### config.mk
export PLATFORM = sky130hd
export DESIGN_NAME = sxc_ctrl_status
export DESIGN_NICKNAME = d
export VERILOG_FILES = /design/src/rtl/sxc_pkg.sv /design/src/rtl/sxc_ctrl_status.sv
export VERILOG_INCLUDE_DIRS = /design/src /design/src/rtl
export SDC_FILE = /design/constraint.sdc
export NUM_CORES = 1
export LEC_CHECK = 0
export ABC_AREA = 1
export BUFFER_PORTS_ARGS = -buffer_cell sky130_fd_sc_hd__buf_2
export CAP_MARGIN = 20
export CORE_MARGIN = 2
export CORE_UTILIZATION = 50
export CTS_CLUSTER_SIZE = 30
export DETAILED_ROUTE_END_ITERATION = 16
export PLACE_DENSITY = 0.79
export SYNTH_ARGS = -nofsm -noshare
export SYNTH_HDL_FRONTEND = slang
export SYNTH_SLANG_ARGS = --single-unit
### constraint.sdc
create_clock -name i_clock -period 16.08 [get_ports i_clock]
set_clock_uncertainty 0.1 [all_clocks]
set_input_delay 3.216 -clock i_clock [delete_from_list [all_inputs] [get_ports i_clock]]
set_output_delay 3.216 -clock i_clock [all_outputs]
set_load 0.02 [all_outputs]
### src/rtl/sxc_cfg.svh
// Register offsets, field positions and reset values of the system exception control and status block.
`ifndef SXC_CFG_SVH
`define SXC_CFG_SVH
`define SXC_ADDR_W        8
`define SXC_OFF_PRIO_8_11  8'h00
`define SXC_OFF_PRIO_12_15 8'h04
`define SXC_OFF_CTRL_STATE 8'h08
`define SXC_OFF_FAULT_STAT 8'h0C
`define SXC_OFF_FAULT_ADDR 8'h10
`define SXC_PRIO2_MASK     32'hFF000000
`define SXC_PRIO3_MASK     32'hFFFF00FF
`define SXC_CSR_MASK       32'h0007FD8B
`define SXC_UFSR_MASK      16'h030F
`define SXC_BFSR_MASK      8'hBF
`define SXC_MEMORY_FAULT_STATUS_MASK     8'hBB
`define SXC_MM_ADDR_VALID  7
`define SXC_MM_LAZY_FP     5
`define SXC_MM_STACKING    4
`define SXC_MM_UNSTACKING  3
`define SXC_MM_DATA_VIOL   1
`define SXC_MM_INSTR_VIOL  0
`define SXC_BF_ADDR_VALID  7
`define SXC_BF_PRECISE     1
`define SXC_RESET_WORD     32'h00000000
`endif

### src/rtl/sxc_pkg.sv
// Types shared by the system exception control and status block.
package sxc_pkg;
  // One exception-state slot per handled system exception.
  typedef enum logic [2:0] {
    SXC_EXC_MEM   = 3'h0,
    SXC_EXC_BUS   = 3'h1,
    SXC_EXC_USAGE = 3'h2,
    SXC_EXC_SVC   = 3'h3,
    SXC_EXC_MON   = 3'h4,
    SXC_EXC_PSV   = 3'h5,
    SXC_EXC_TICK  = 3'h6
  } sxc_exc_t;

  typedef struct packed {
    logic [7:0]  addr;
    logic [31:0] wdata;
    logic [3:0]  byte_en;
    logic        write;
    logic        read;
  } sxc_bus_req_t;

  typedef struct packed {
    logic [6:0]  pend_set;
    logic [6:0]  act_set;
    logic [6:0]  act_clr;
    logic [15:0] usage_fault;
    logic [7:0]  bus_fault;
    logic [7:0]  mem_fault;
    logic [31:0] mem_fault_addr;
    logic [31:0] bus_fault_addr;
  } sxc_core_evt_t;
endpackage

### src/rtl/sxc_ctrl_status.sv
// System handler priorities, handler control and state, and configurable fault status registers.
// Operation
// - Priority registers take byte, aligned halfword and word reads and writes.
// - Second priority register holds supervisor call priority in its top byte.
// - Third register holds tick, pendable service and monitor priorities; byte 1 reserved.
// - Core updates state bits; software writes may also set or clear pending and active.
// - Clearing an active bit recomputes execution priority from the remaining active bits.
// - Bits 18, 17, 16 enable usage, bus and memory faults.
// - Bits 15 to 12 show supervisor call, bus, memory and usage pending.
// - Pending sets when the exception occurs and clears when it becomes active.
// - Active bits sit at 11, 10, 8, 7, 3, 1 and 0.
// - Active reads one while current or nested under a preempting exception.
// - Fault status word: usage in 31:16, bus in 15:8, memory in 7:0.
// - Fault status word is reachable by word, halfword and byte accesses.
// - Writing one clears a fault status bit; writing zero leaves it.
// - Fault status bits accumulate until software clears them.
// - Memory fault status byte is byte accessible, lowest byte of the word.
// - Memory status bit 7 marks a valid captured fault address.
// - Memory status bit 5 sets on a fault during lazy floating-point preservation.
// - Bit 4 marks stacking faults, bit 3 unstacking faults.
// - Bit 1 marks a data access violation; its address is captured when bit 7 is also set.
// - Bit 0 marks an issued instruction-fetch or execute-never violation.
`include "sxc_cfg.svh"

module sxc_ctrl_status
  import sxc_pkg::*;
(
  input  wire logic                   i_clock,
  input  wire logic                   i_reset,
  input  wire logic [`SXC_ADDR_W-1:0] i_addr,
  input  wire logic [31:0]            i_wdata,
  input  wire logic [3:0]             i_byte_en,
  input  wire logic                   i_write,
  input  wire logic                   i_read,
  output logic      [31:0]            o_rdata,
  input  wire logic [6:0]             i_pend_set,
  input  wire logic [6:0]             i_act_set,
  input  wire logic [6:0]             i_act_clr,
  input  wire logic [15:0]            i_usage_fault,
  input  wire logic [7:0]             i_bus_fault,
  input  wire logic [7:0]             i_mem_fault,
  input  wire logic [31:0]            i_mem_fault_addr,
  input  wire logic [31:0]            i_bus_fault_addr,
  output logic      [7:0]             o_exec_prio,
  output logic                        o_exec_prio_valid,
  output logic      [2:0]             o_fault_enable,
  output logic      [6:0]             o_pending,
  output logic      [6:0]             o_active
);

  sxc_bus_req_t  req;
  sxc_core_evt_t evt;

  logic [31:0] prio2_ff;
  logic [31:0] prio3_ff;
  logic [31:0] csr_ff;
  logic [31:0] fsr_ff;
  logic [31:0] mm_addr_ff;
  logic [31:0] bf_addr_ff;
  logic [31:0] rdata_ff;
  logic [7:0]  exec_prio_ff;
  logic        exec_valid_ff;

  logic [31:0] nxt_prio2;
  logic [31:0] nxt_prio3;
  logic [31:0] nxt_csr;
  logic [31:0] nxt_fsr;
  logic [31:0] nxt_rdata;

  // Expands byte enables into a bit mask for partial accesses.
  function automatic logic [31:0] lane_mask(input logic [3:0] be);
    lane_mask = {{8{be[3]}}, {8{be[2]}}, {8{be[1]}}, {8{be[0]}}};
  endfunction

  // Merges written lanes into an old value, touching only implemented bits.
  function automatic logic [31:0] merge(input logic [31:0] old, input logic [31:0] wd,
                                        input logic [31:0] lanes, input logic [31:0] impl);
    logic [31:0] m;
    m = lanes & impl;
    merge = (old & ~m) | (wd & m);
  endfunction

  // Maps exception slots to their control and state bit positions.
  function automatic logic [31:0] act_to_csr(input logic [6:0] v);
    act_to_csr = {20'h00000, v[SXC_EXC_TICK], v[SXC_EXC_PSV], 1'b0, v[SXC_EXC_MON], v[SXC_EXC_SVC],
                  3'h0, v[SXC_EXC_USAGE], 1'b0, v[SXC_EXC_BUS], v[SXC_EXC_MEM]};
  endfunction

  function automatic logic [31:0] pend_to_csr(input logic [6:0] v);
    pend_to_csr = {16'h0000, v[SXC_EXC_SVC], v[SXC_EXC_BUS], v[SXC_EXC_MEM], v[SXC_EXC_USAGE], 12'h000};
  endfunction

  function automatic logic [6:0] csr_to_act(input logic [31:0] c);
    csr_to_act = {c[11], c[10], c[8], c[7], c[3], c[1], c[0]};
  endfunction

  function automatic logic [6:0] csr_to_pend(input logic [31:0] c);
    csr_to_pend = {3'h0, c[15], c[12], c[14], c[13]};
  endfunction

  assign req = '{addr: i_addr, wdata: i_wdata, byte_en: i_byte_en, write: i_write, read: i_read};
  assign evt = '{pend_set: i_pend_set, act_set: i_act_set, act_clr: i_act_clr, usage_fault: i_usage_fault,
                 bus_fault: i_bus_fault, mem_fault: i_mem_fault, mem_fault_addr: i_mem_fault_addr,
                 bus_fault_addr: i_bus_fault_addr};

  wire logic [31:0] lanes = lane_mask(req.byte_en);
  wire logic        wr_prio2 = req.write && (req.addr == `SXC_OFF_PRIO_8_11);
  wire logic        wr_prio3 = req.write && (req.addr == `SXC_OFF_PRIO_12_15);
  wire logic        wr_csr   = req.write && (req.addr == `SXC_OFF_CTRL_STATE);
  wire logic        wr_fsr   = req.write && (req.addr == `SXC_OFF_FAULT_STAT);

  wire logic [31:0] fsr_mask = {`SXC_UFSR_MASK, `SXC_BFSR_MASK, `SXC_MEMORY_FAULT_STATUS_MASK};

  // Priority writes keep only the implemented handler bytes.
  assign nxt_prio2 = wr_prio2 ? merge(prio2_ff, req.wdata, lanes, `SXC_PRIO2_MASK) : prio2_ff;
  assign nxt_prio3 = wr_prio3 ? merge(prio3_ff, req.wdata, lanes, `SXC_PRIO3_MASK) : prio3_ff;

  // Software write first, then the core's pending and active events on top of it.
  wire logic [31:0] csr_sw = wr_csr ? merge(csr_ff, req.wdata, lanes, `SXC_CSR_MASK) : csr_ff;
  wire logic [31:0] pend_from_core = pend_to_csr(evt.pend_set);
  wire logic [31:0] pend_taken = pend_to_csr(evt.act_set);
  wire logic [31:0] act_set_w = act_to_csr(evt.act_set);
  wire logic [31:0] act_clr_w = act_to_csr(evt.act_clr);

  // Exception occurrence wins over a same-cycle clear; activation retires the pending bit.
  assign nxt_csr = (((csr_sw & ~pend_taken) | pend_from_core) & ~act_clr_w | act_set_w) & `SXC_CSR_MASK;

  // Write-one-to-clear with new faults winning over the clear.
  wire logic [31:0] new_faults = {evt.usage_fault, evt.bus_fault, evt.mem_fault} & fsr_mask;
  wire logic [31:0] fsr_clr    = wr_fsr ? (req.wdata & lanes) : 32'h00000000;
  assign nxt_fsr = ((fsr_ff & ~fsr_clr) | new_faults) & fsr_mask;

  // Address is captured with its valid flag on a data access violation.
  wire logic mm_capture = evt.mem_fault[`SXC_MM_DATA_VIOL] && evt.mem_fault[`SXC_MM_ADDR_VALID];
  wire logic bf_capture = evt.bus_fault[`SXC_BF_PRECISE] && evt.bus_fault[`SXC_BF_ADDR_VALID];

  // Execution priority is the numerically lowest priority among active handlers.
  logic [6:0]  act_vec;
  logic [7:0]  prio_of [7];
  logic [7:0]  best_prio;
  logic        any_act;
  assign act_vec = csr_to_act(nxt_csr);
  assign prio_of[SXC_EXC_MEM]   = 8'h00;
  assign prio_of[SXC_EXC_BUS]   = 8'h00;
  assign prio_of[SXC_EXC_USAGE] = 8'h00;
  assign prio_of[SXC_EXC_SVC]   = nxt_prio2[31:24];
  assign prio_of[SXC_EXC_MON]   = nxt_prio3[7:0];
  assign prio_of[SXC_EXC_PSV]   = nxt_prio3[23:16];
  assign prio_of[SXC_EXC_TICK]  = nxt_prio3[31:24];

  always_comb begin
    best_prio = 8'hFF;
    any_act   = 1'b0;
    for (int k = 0; k < 7; k++) begin
      if (act_vec[k] && (!any_act || prio_of[k] < best_prio)) begin
        best_prio = prio_of[k];
        any_act   = 1'b1;
      end
    end
  end

  // Read mux; unmapped addresses read zero.
  always_comb begin
    case (req.addr)
      `SXC_OFF_PRIO_8_11:  nxt_rdata = prio2_ff;
      `SXC_OFF_PRIO_12_15: nxt_rdata = prio3_ff;
      `SXC_OFF_CTRL_STATE: nxt_rdata = csr_ff;
      `SXC_OFF_FAULT_STAT: nxt_rdata = fsr_ff;
      `SXC_OFF_FAULT_ADDR: nxt_rdata = mm_addr_ff;
      default:             nxt_rdata = 32'h00000000;
    endcase
  end

  always_ff @(posedge i_clock) begin
    if (i_reset) begin
      prio2_ff <= `SXC_RESET_WORD;
      prio3_ff <= `SXC_RESET_WORD;
      csr_ff   <= `SXC_RESET_WORD;
      fsr_ff   <= `SXC_RESET_WORD;
    end else begin
      prio2_ff <= nxt_prio2;
      prio3_ff <= nxt_prio3;
      csr_ff   <= nxt_csr;
      fsr_ff   <= nxt_fsr;
    end
  end

  always_ff @(posedge i_clock) begin
    if (i_reset) begin
      mm_addr_ff <= `SXC_RESET_WORD;
      bf_addr_ff <= `SXC_RESET_WORD;
    end else begin
      if (mm_capture) begin
        mm_addr_ff <= evt.mem_fault_addr;
      end
      if (bf_capture) begin
        bf_addr_ff <= evt.bus_fault_addr;
      end
    end
  end

  always_ff @(posedge i_clock) begin
    if (i_reset) begin
      rdata_ff      <= `SXC_RESET_WORD;
      exec_prio_ff  <= 8'hFF;
      exec_valid_ff <= 1'b0;
    end else begin
      rdata_ff      <= req.read ? (nxt_rdata & lanes) : 32'h00000000;
      exec_prio_ff  <= best_prio;
      exec_valid_ff <= any_act;
    end
  end

  logic [2:0] en_ff;
  logic [6:0] pend_ff;
  logic [6:0] act_ff;
  always_ff @(posedge i_clock) begin
    if (i_reset) begin
      en_ff   <= 3'h0;
      pend_ff <= 7'h00;
      act_ff  <= 7'h00;
    end else begin
      en_ff   <= nxt_csr[18:16];
      pend_ff <= csr_to_pend(nxt_csr);
      act_ff  <= act_vec;
    end
  end

  assign o_rdata           = rdata_ff;
  assign o_exec_prio       = exec_prio_ff;
  assign o_exec_prio_valid = exec_valid_ff;
  assign o_fault_enable    = en_ff;
  assign o_pending         = pend_ff;
  assign o_active          = act_ff;

endmodule

==> results of run 1 <==
[critical path: cells and delay by family]
| kind | cells | cell delay (ns) |
|---|---|---|
| buffers and inverters | 4 | 0.36 |
| AOI/OAI and AO/OA | 11 | 2.03 |
| and+or+nand+nor | 24 | 2.32 |
| muxes | 1 | 0.31 |
| adders and majority gates | 4 | 1.20 |
[area by class of cell]
| cell class | count | share of cell area [%] |
|---|---|---|
| clock inverter | 14 | 1.76 |
| inverter | 179 | 8.11 |
| timing repair buffer | 175 | 10.7 |
| sequential | 138 | 33.3 |
| clock buffer | 18 | 5.29 |
| tap | 176 | 2.65 |
| multi-input combinational | 585 | 38.3 |
[logic make-up (layout without fill, tap and decap cells)]
logic type | after synthesis | count (layout) | synth area share [%]
buf+inv | 211 | 386 | 12.1
mux | 2 | 2 | 0.297
compound gates | 224 | 224 | 19.1
other cells | 1 | 3 | 0.0557
fa+ha+maj | 28 | 28 | 5.21
simple gates | 328 | 328 | 22.2
flops | 138 | 138 | 41.0
[per-layer routing]
metal | up-vias | wire length (um) | track usage [%]
li1 | 3316 | - | -
met1 | 3098 | 8850 | 36.7
met2 | 280 | 8920 | 43.4
met3 | 43 | 1440 | 5.28
met4 | 0 | 539 | 9.71
met5 | - | 0 | 0
[layout by cell type (no fill, tap or decap), types with 2 or more instances in the layout]
| cell | instances |
|---|---|
| nand2_4 | 3 |
| inv_2 | 5 |
| o221ai_1 | 6 |
| nor2_2 | 6 |
| o21ai_2 | 3 |
| inv_1 | 170 |
| nor2_4 | 3 |
| mux2i_1 | 2 |
| clkbuf_16 | 17 |
| dfxtp_1 | 138 |
| o22ai_1 | 27 |
| o21a_1 | 3 |
| nand3_2 | 10 |
| a211oi_1 | 4 |
| bufinv_16 | 2 |
| o2bb2ai_1 | 3 |
| buf_4 | 4 |
| ha_1 | 28 |
| o21ai_0 | 94 |
| nor2_1 | 110 |
| clkinv_2 | 4 |
| a21oi_1 | 66 |
| nor3_1 | 4 |
| nand2_1 | 139 |
| a221oi_1 | 8 |
| nand2_2 | 22 |
| o211ai_1 | 3 |
| nand3_1 | 20 |
| or2_2 | 4 |
| clkinv_1 | 3 |
| inv_6 | 2 |
| conb_1 | 3 |
| buf_2 | 171 |
| clkinvlp_4 | 6 |
[how the worst max path moves through the flow]
stage               slack, ns        endpoint  depth (start not counted)      start
floorplan                7.12  o_exec_prio[1]                         45  i_addr[5]
global placement         6.46  o_exec_prio[5]                         44  i_addr[5]
detailed placement       6.35  o_exec_prio[5]                         44  i_addr[7]
CTS                      6.77  o_exec_prio[5]                         44  i_addr[7]
global route             6.03  o_exec_prio[5]                         44  i_addr[5]
finish                   6.78  o_exec_prio[5]                         44  i_addr[7]
[sequential cells by signal, summed over array words and instances (netlist names), named ones only]
signal	count
o_exec_prio	8
mm_addr_ff	32
prio2_ff	8
csr_ff	11
o_exec_prio_valid	1
fsr_ff	19
prio3_ff	24
o_rdata	32
[through the flow]
stage | worst slack [ns] | std cells | hold WS [ns]
after floorplan | 7.12 | 934 | 0.330
final | 6.78 | 1285 | 0.366
after detailed placement | 6.35 | 1253 | 0.352
after global routing | 6.03 | 1285 | 0.379
after CTS | 6.77 | 1285 | 0.363
after global placement | 6.46 | 1253 | 0.348
[power by group]
group          internal [W]  total (W)  leakage, nW  switching (W)
Combinational     0.0000421   0.000117         2.65      0.0000746
Sequential         0.000355   0.000361         1.13     0.00000605
Clock              0.000232   0.000387        0.271       0.000155
==> out/metrics.yaml, run 1 <==
outcome:
  status: "completed"
setup_path:
  path_max_fanout: 15
  cp.required_ns: 16.26
  reg2reg_slack_ns: 9.66
  startpoint_type: "primary input"
  cpMostUsedCell: "nand2_2"
  end_kind: "flip-flop"
  r2r-end: "o_exec_prio[5]"
  worstPathArrival_ns: 9.47
  critPathMaxStageDelay_ns: 0.32
  crit_slowest_cell: "ha_1"
  r2r-start: "csr_ff[1]"
  crit_type: "in -> reg"
  rr_worst_depth: 42
routing:
  vias_per_cell: 5.24
  drtIter0Drc: 692
  drtPass1Iterations: 5
  drc: 0
  vias: 6737
  wl_per_cell_um: 15.4
  detail-route-antenna-nets: 0
  totalWireLength_mm: 19.8
job:
  drv_cap: 0
cts:
  cts_made_buffers: 17
  post_cts_resize_count: 0
  cts.sinks: 138
  h-tree-depth: 4
  ctsHoldBuffers: 0
  clkTransAtPathRegs_ns: 0.06
  postCtsSetupRepairBufs: 0
  cts_tree: "built"
  clockRootBuffer: "clkbuf_16"
  insertion_delay_ns: 0.42
  clk_path_buf_depth: 2
sta:
  worst_slew_pin_slew_ns: 0.960
  fin_crit_sh_pct: 57.8
  fin_setup_tns_ns: 0
  hold_viol: 0
  period_needed_ns: 9.30
  rsz0062_at_grt: "no"
  fmax_mhz: 108
  relSlewSlack_pct: 35.5
  slew_violations: 0
  setup_viol: 0
floorplanning:
  boundaryPins: 223
  die_area_um2: 14400
  fp.dieW_um: 120
  core_um2: 13200
  num_rows: 42
  start_util_pct: 51.0
  die-height_um: 120
worst_hold_path:
  hold_start: "mm_addr_ff[16]"
  holdPathStages: 2
  hold_end: "mm_addr_ff[16]"
  worstHoldPathType: "reg -> reg"
power:
  leakagePower_nw: 4.05
  power.total_w: 0.000865
  powerDensity_nw_per_um2: 104
  peakVddDrop_uv: 76.7
layout:
  antenna_cells: 0
  nFillCells: 1145
  multiInputGateArea_um2: 3180
  area_growth_pct: 23.4
  layout-drive-gt1-share_pct: 24.3
  stdcell_area_um2: 8300
  regArea_um2: 2760
  nNetsFinal: 1289
  fin_util_pct: 63.0
logic_synthesis:
  netlist.area_leader.share_pct: 41.0
  seq_area_frac_synth_pct: 41.0
  synth_cell_types: 46
  async_flop_share_pct: 0
  synthTopCellsByCount: "170 x inv_1, 139 x nand2_1, 138 x dfxtp_1"
  synth-edff-count: 0
  synth.most_common_cell: "inv_1"
  ys_top_cells_by_area: "dfxtp_1 41%, inv_1 9.5%, nand2_1 7.8%"
  synth_warnings: 0
  yosysTopAreaCell: "dfxtp_1"
  synth-seq-cells: 138
  synth.avg_cell_area_um2: 7.22
  synth-main-ff-cell: "dfxtp_1"
  syn_area_um2: 6730
  netlist_instances: 932
global_route:
  overflow: 0
  grtUsageTotal_pct: 27.2
  antenna_found_initial: 0
  grt_max_degree: 65
  grt_pass1_vias: 6110
  grt_pass1_wl_mm: 30.4
placement:
  port_buffers: 171
  place_area_um2: 7720
  dp_hpwl_mm: 14.9
  gp_congestion: 0.921
(Power assumes the default switching activity.)
==> inputs of run 2 (changes only) <==
--- a/config.mk
+++ b/config.mk
@@ -6,14 +6,14 @@
 export SDC_FILE = /design/constraint.sdc
 export NUM_CORES = 1
 export LEC_CHECK = 0
-export ABC_AREA = 1
+export ABC_AREA = 0
 export BUFFER_PORTS_ARGS = -buffer_cell sky130_fd_sc_hd__buf_2
 export CAP_MARGIN = 20
 export CORE_MARGIN = 2
 export CORE_UTILIZATION = 50
 export CTS_CLUSTER_SIZE = 30
 export DETAILED_ROUTE_END_ITERATION = 16
-export PLACE_DENSITY = 0.79
+export PLACE_DENSITY = 0.8
 export SYNTH_ARGS = -nofsm -noshare
 export SYNTH_HDL_FRONTEND = slang
 export SYNTH_SLANG_ARGS = --single-unit
==> constraint.sdc (replaced) <==
create_clock -name i_clock -period 9.63 [get_ports i_clock]
set_clock_uncertainty 0.1 [all_clocks]
set_input_delay 1.926 -clock i_clock [delete_from_list [all_inputs] [get_ports i_clock]]
set_output_delay 1.926 -clock i_clock [all_outputs]
set_load 0.02 [all_outputs]
==> run 2 against run 1 <==
  * Sequential power increased by 66%
  * Register-to-register slack got worse by 7.5 ns
  * Sequential share of layout area decreased by 0.48 points
  * Synthesized cell count down 22%
  * First-iteration DRC count shrank 0.72%
  * Utilization is 4.6 points higher
  * Combinational power grew 65%
  * Critical path type unchanged
  * Largest cell class unchanged
==> out/metrics.yaml, run 2 <==
setup_path:
  cpMostUsedCell: "a21oi_2"
  cp.required_ns: 9.84  # -6.42 ns
  critPathMaxStageDelay_ns: 0.36  # +0.04 ns
  crit_slowest_cell: "mux2i_1"
  worstPathArrival_ns: 9.54  # +0.07 ns
  end_kind: "flip-flop"
  startpoint_type: "primary input"
  path_max_fanout: 8  # -7
  crit_type: "in -> reg"
  reg2reg_slack_ns: 2.19  # -7.47 ns
power:
  powerDensity_nw_per_um2: 182  # +75%
  peakVddDrop_uv: 112  # +46%
  leakagePower_nw: 4.02  # -0.69%
  power.total_w: 0.00153  # +77%
sta:
  fin_crit_sh_pct: 96.8
  period_needed_ns: 9.33
  worst_slew_pin_slew_ns: 1.11  # +0.153 ns
  hold_viol: 0  # unchanged
  fin_setup_tns_ns: 0  # unchanged
  fmax_mhz: 107
  relSlewSlack_pct: 25.8  # -9.7 points
  slew_violations: 0  # unchanged
  hold_ws_ns: 0.354  # -0.0118 ns
  setup_viol: 0  # unchanged
routing:
  drc: 0  # unchanged
  detail-route-antenna-nets: 0  # unchanged
  vias_per_cell: 5.59  # +6.6%
  drtPass1Iterations: 7  # +2
  totalWireLength_mm: 19.7  # -0.27%
  wl_per_cell_um: 17.5  # +14%
  drtIter0Drc: 687  # -0.72%
  vias: 6291  # -6.6%
cts:
  cts.sinks: 138  # unchanged
  clk_path_buf_depth: 2  # unchanged
  cts_tree: "built"
  clockRootBuffer: "clkbuf_16"
  h-tree-depth: 4  # unchanged
  clkTransAtPathRegs_ns: 0.06  # about the same
  ctsHoldBuffers: 0  # unchanged
  insertion_delay_ns: 0.42  # about the same
  cts_made_buffers: 17  # unchanged
logic_synthesis:
  yosysTopAreaCell: "dfxtp_1"
  synth-edff-count: 0  # unchanged
  synth-seq-cells: 138  # unchanged
  netlist_instances: 731  # -22%
  synth_compound_area_share_pct: 17.0  # -2.1 points
  synth.most_common_cell: "dfxtp_1"
  synthAdderAreaFrac_pct: 5.56  # +0.35 points
  netlist.area_leader.share_pct: 43.8  # +2.8 points
  async_flop_share_pct: 0  # unchanged
  synth_cell_types: 45  # -2.2%
  seq_area_frac_synth_pct: 43.8  # +2.8 points
  yosys.area_share.simple_pct: 19.1  # -3.1 points
  synth.avg_cell_area_um2: 8.62  # +19%
  synthTopCellsByCount: "138 x dfxtp_1, 119 x nand2_1, 95 x a21oi_1"
  ys_top_cells_by_area: "dfxtp_1 44%, mux2i_1 7.8%, a21oi_1 7.5%"
  synth_warnings: 0  # unchanged
  synth_top_family_by_area: "simple AND/OR/NAND/NOR gates"
  synth-main-ff-cell: "dfxtp_1"
  syn_area_um2: 6300  # -6.4%
  synth-xor-area-share_pct: 0  # unchanged
  muxShareOfSynthArea_pct: 10.3  # +10 points
floorplanning:
  fp.dieW_um: 116  # -3.1%
  die_area_um2: 13500  # -6.2%
  core_um2: 12500  # -5.5%
  die-height_um: 116  # -3.1%
  num_rows: 41  # -2.4%
  boundaryPins: 223  # unchanged
  start_util_pct: 50.6  # -0.47 points
layout:
  antenna_cells: 0  # unchanged
  final_common_cell: "buf_2"
  nNetsFinal: 1134  # -12%
  area_growth_pct: 33.7
  layout_common_cells: "171 x buf_2, 138 x dfxtp_1, 119 x nand2_1, 88 x nor2_1, 87 x a21oi_1"
  layout-drive-gt1-share_pct: 31.8  # +7.4 points
  stdcell_area_um2: 8430  # +1.5%
  final_cells: 1126  # -12%
global_route:
  antenna_found_initial: 0  # unchanged
  overflow: 0  # unchanged
  grt_max_degree: 108  # +66%
  grt_pass1_wl_mm: 29.3  # -3.8%
  grt_pass1_vias: 5864  # -4.0%
  grtUsageTotal_pct: 28.2  # +1.0 points
outcome:
  status: "completed"
placement:
  place_area_um2: 7590  # -1.7%
  placedCellCount: 1087  # -13%
  port_buffers: 171  # unchanged
  dp_hpwl_mm: 13.7  # -7.7%
  gp_congestion: 0.932  # +1.2%
job:
  drv_cap: 0  # unchanged
worst_hold_path:
  worstHoldPathType: "reg -> reg"
[run 2: cell count changes after synthesis, moves of 14 or more]
cell / before / now
mux2_2: 0 / 14
nand3_1: 20 / 5
o22ai_1: 27 / 0
nand2_2: 22 / 1
inv_1: 170 / 29
nor2b_1: 0 / 15
a21oi_1: 66 / 95
a22oi_1: 1 / 22
nand2_1: 139 / 119
mux2i_1: 2 / 49
o21ai_0: 94 / 9
nor2_1: 110 / 89
[run 2: where the power goes]
| group | internal [W] | total [W] | switching [W] |
|---|---|---|---|
| sequential | 0.000589 | 0.000600 | 0.0000101 |
| combinational | 0.0000865 | 0.000193 | 0.000106 |
| clock | 0.000484 | 0.000740 | 0.000256 |
[run 2: final cells by class]
cell class | count | area, um2
Multi-Input combinational cell | 530 | 3390
Clock buffer | 20 | 467
Clock inverter | 12 | 209
Fill cell | 977 | 4040
Inverter | 29 | 109
Timing Repair Buffer | 225 | 1270
Sequential cell | 138 | 2760
Tap cell | 172 | 215
[run 2: per-stage QoR]
stage / worst slack (ns) / utilization [%]
2_1_floorplan: 0.125 / -
3_3_place_gp: -0.268 / 60.9
5_1_grt: -0.163 / 67.6
4_1_cts: 0.0618 / 66.3
3_5_place_dp: -0.352 / 60.9
6_report: 0.304 / 67.6
[run 2: timing repair]
action                     4_1_cts  5_1_grt
resized for setup                0       31
buffers inserted                 0        6
setup endpoints to repair        0        8
[run 2: kinds of logic after synthesis]
group / after synthesis
flip-flops: 138
adder cells (fa/ha/maj): 28
AO/OA/AOI/OAI: 169
other: 1
multiplexers: 63
AND/OR/NAND/NOR: 266
buffers and inverters: 66
[run 2: routing by layer]
layer | track usage [%] | vias up | wire length (um)
met1 | 35.4 | 2936 | 8080
met4 | 10.0 | 0 | 604
met3 | 6.64 | 59 | 1610
met5 | 0 | - | 0
li1 | - | 2953 | -
met2 | 47.6 | 343 | 9420
[run 2: final timing paths]
check | from | to | depth (start not counted)
max | i_addr[5] | o_exec_prio[1] | 41
min | mm_addr_ff[6] | mm_addr_ff[6] | 2
max reg2reg | csr_ff[0] | o_exec_prio[1] | 35
min reg2reg | mm_addr_ff[6] | mm_addr_ff[6] | 2
[run 2: worst max-delay path, delay by kind of cell]
family	cells	cell delay (ns)
AOI/OAI and AO/OA	20	3.12
and+or+nand+nor	6	1.14
muxes	4	1.11
adders and majority gates	4	1.25
buffers and inverters	7	1.00
==> inputs of run 3 (changes only) <==
--- a/config.mk
+++ b/config.mk
@@ -10,10 +10,9 @@
 export BUFFER_PORTS_ARGS = -buffer_cell sky130_fd_sc_hd__buf_2
 export CAP_MARGIN = 20
 export CORE_MARGIN = 2
-export CORE_UTILIZATION = 50
+export CORE_UTILIZATION = 32
 export CTS_CLUSTER_SIZE = 30
 export DETAILED_ROUTE_END_ITERATION = 16
-export PLACE_DENSITY = 0.8
 export SYNTH_ARGS = -nofsm -noshare
 export SYNTH_HDL_FRONTEND = slang
 export SYNTH_SLANG_ARGS = --single-unit
==> run 3 against run 2 <==
  * Hold slack worse by 0.0040 ns
  * Clock power down 15%
  * Via count is 3.6% lower
  * Count of clock-buffer cells in the layout down 1
  * Maximum frequency up 0.67%
  * Critical path depth up 1
  * Sequential cell count did not move
  * Worst setup slack better by 0.062 ns
  * Cell count is 9.1% higher
  * Global-route usage is 8.7 points lower
  * Sequential power about the same
==> out/metrics.yaml, run 3 (synthesis results as in run 2) <==
outcome:
  status: "completed"
setup_path:
  cpMostUsedCell: "a21oi_2"
  path_max_fanout: 7  # -1
  startpoint_type: "primary input"
  cp.required_ns: 9.83  # about the same
  critPathMaxStageDelay_ns: 0.45  # +0.09 ns
  r2r-start: "csr_ff[1]"
  worstPathArrival_ns: 9.47  # -0.07 ns
  worstSetupStartpoint: "i_addr[5]"
  crit_slowest_cell: "or3_4"
  end_kind: "flip-flop"
  crit_type: "in -> reg"
worst_hold_path:
  worstHoldPathType: "reg -> reg"
  hold_start: "prio3_ff[19]"
routing:
  vias: 6066  # -3.6%
  drc: 0  # unchanged
  vias_per_cell: 4.94  # -12%
  wl_per_cell_um: 17.4  # -0.70%
  totalWireLength_mm: 21.3  # +8.3%
  drtIter0Drc: 314  # -54%
  detail-route-antenna-nets: 0  # unchanged
  drtPass1Iterations: 5  # -2
global_route:
  met3_usage_pct: 4.60  # -2.0 points
  grt_pass1_wl_mm: 30.4  # +3.8%
  overflow: 0  # unchanged
  grt_max_degree: 61  # -44%
  grt_pass1_vias: 5698  # -2.8%
  top_usage_layer: "met2"
  grtUsageTotal_pct: 19.5  # -8.7 points
  antenna_found_initial: 2  # +2
  grt.met1_usage_pct: 24.4  # -11 points
  met2_usage_pct: 32.6  # -15 points
layout:
  nFillCells: 1931  # +98%
  regArea_um2: 2760  # unchanged
  layout_common_cells: "170 x buf_2, 138 x dfxtp_1, 119 x nand2_1, 87 x nor2_1, 84 x a21oi_1"
  nNetsFinal: 1140  # +0.53%
  final_common_cell: "buf_2"
  area_growth_pct: 37.2
  layout-drive-gt1-share_pct: 34.1  # +2.3 points
  stdcell_area_um2: 8650  # +2.6%
  multiInputGateArea_um2: 3550  # +4.5%
placement:
  place_area_um2: 7720  # +1.7%
  port_buffers: 171  # unchanged
  gp_congestion: 0.901  # -3.3%
  dp_hpwl_mm: 15.5  # +13%
  place_ws_ns: -0.655  # -0.303 ns
cts:
  cts.sinks: 138  # unchanged
  cts_tree: "built"
  insertion_delay_ns: 0.43  # about the same
  h-tree-depth: 4  # unchanged
  ctsHoldBuffers: 0  # unchanged
  clockRootBuffer: "clkbuf_16"
  clk_path_buf_depth: 2  # unchanged
  cts_made_buffers: 17  # unchanged
  clkTransAtPathRegs_ns: 0.06  # about the same
power:
  peakVddDrop_uv: 117  # +4.7%
  powerDensity_nw_per_um2: 166  # -8.4%
  leakagePower_nw: 3.99  # -0.88%
  power.total_w: 0.00144  # -6.1%
floorplanning:
  fp.dieW_um: 144  # +24%
  die-height_um: 144  # +24%
  core_um2: 19400  # +56%
  die_area_um2: 20800  # +54%
  num_rows: 51  # +24%
  start_util_pct: 32.5  # -18 points
  boundaryPins: 223  # unchanged
sta:
  relSlewSlack_pct: 53.2  # +27 points
  fin_setup_tns_ns: 0  # unchanged
  hold_viol: 0  # unchanged
  slew_violations: 0  # unchanged
  period_needed_ns: 9.26  # -0.0619 ns
  hold_ws_ns: 0.350  # -0.00405 ns
  fmax_mhz: 108  # +0.67%
  worst_slew_pin_slew_ns: 0.699  # -0.414 ns
  setup_viol: 0  # unchanged
  fin_crit_sh_pct: 96.2  # -0.64 points
  fin_ws_ns: 0.366  # +0.0619 ns
job:
  drv_cap: 0  # unchanged
run 3: changes by cell type in the layout (fill, tap and decap cells not counted), moves of 3 or more:
cell,before,now
diode_2,0,3
clkinv_2,0,3
mux2i_4,1,4
a21oi_1,87,84
o21ai_2,3,6
bufinv_16,5,1
buf_4,51,56
mux2i_1,46,39
mux2i_2,2,6
run 3: power breakdown:
part	internal, W	leakage (nW)	total, W	switching (W)
combinational	0.0000978	2.59	0.000210	0.000113
sequential	0.000589	1.13	0.000599	0.00000974
clock	0.000364	0.267	0.000630	0.000266
run 3: what timing repair did:
item | in CTS | in global routing
pin swaps | 3 | 23
setup buffers | 1 | 9
gates resized for setup | 5 | 53
setup endpoints to repair | 8 | 8
endpoints found under the hold margin | 0 | 0
cloned | 0 | 2
run 3: worst max-delay path: cells and delay by family:
family | cells | cell delay (ns)
adders and majority gates | 4 | 1.01
muxes | 3 | 0.76
and+or+nand+nor | 7 | 1.75
buffers and inverters | 6 | 0.83
AOI/OAI and AO/OA | 22 | 3.17
run 3: final timing paths:
check,end,slack (ns),cells past startpoint
worst max register to register,o_exec_prio[1],2.23,39
worst min-delay path,o_rdata[19],0.35,2
worst min register to register,o_rdata[19],0.35,2
worst max-delay path,o_exec_prio[1],0.37,42
run 3: routing by layer:
metal | routed length, um | vias to the layer above
met5 | 0 | -
met4 | 504 | 0
met3 | 1310 | 31
met2 | 10200 | 208
met1 | 9350 | 2856
li1 | - | 2971
run 3: area by class of cell:
| class | instances | area share, % |
|---|---|---|
| Multi-Input combinational cell | 531 | 41.0 |
| Antenna cell | 3 | 0.0868 |
| Sequential cell | 138 | 32.0 |
| Inverter | 29 | 1.26 |
| Timing Repair Buffer | 230 | 15.3 |
| Clock inverter | 13 | 1.40 |
| Tap cell | 265 | 3.84 |
| Clock buffer | 19 | 5.12 |
run 3: per-stage QoR:
| step | utilization, % | std cells |
|---|---|---|
| after CTS | 42.8 | 1214 |
| after global placement | 39.7 | 1180 |
| final | 44.6 | 1228 |
| after detailed placement | 39.8 | 1181 |
| after global routing | 44.5 | 1226 |
| after floorplan | - | 733 |
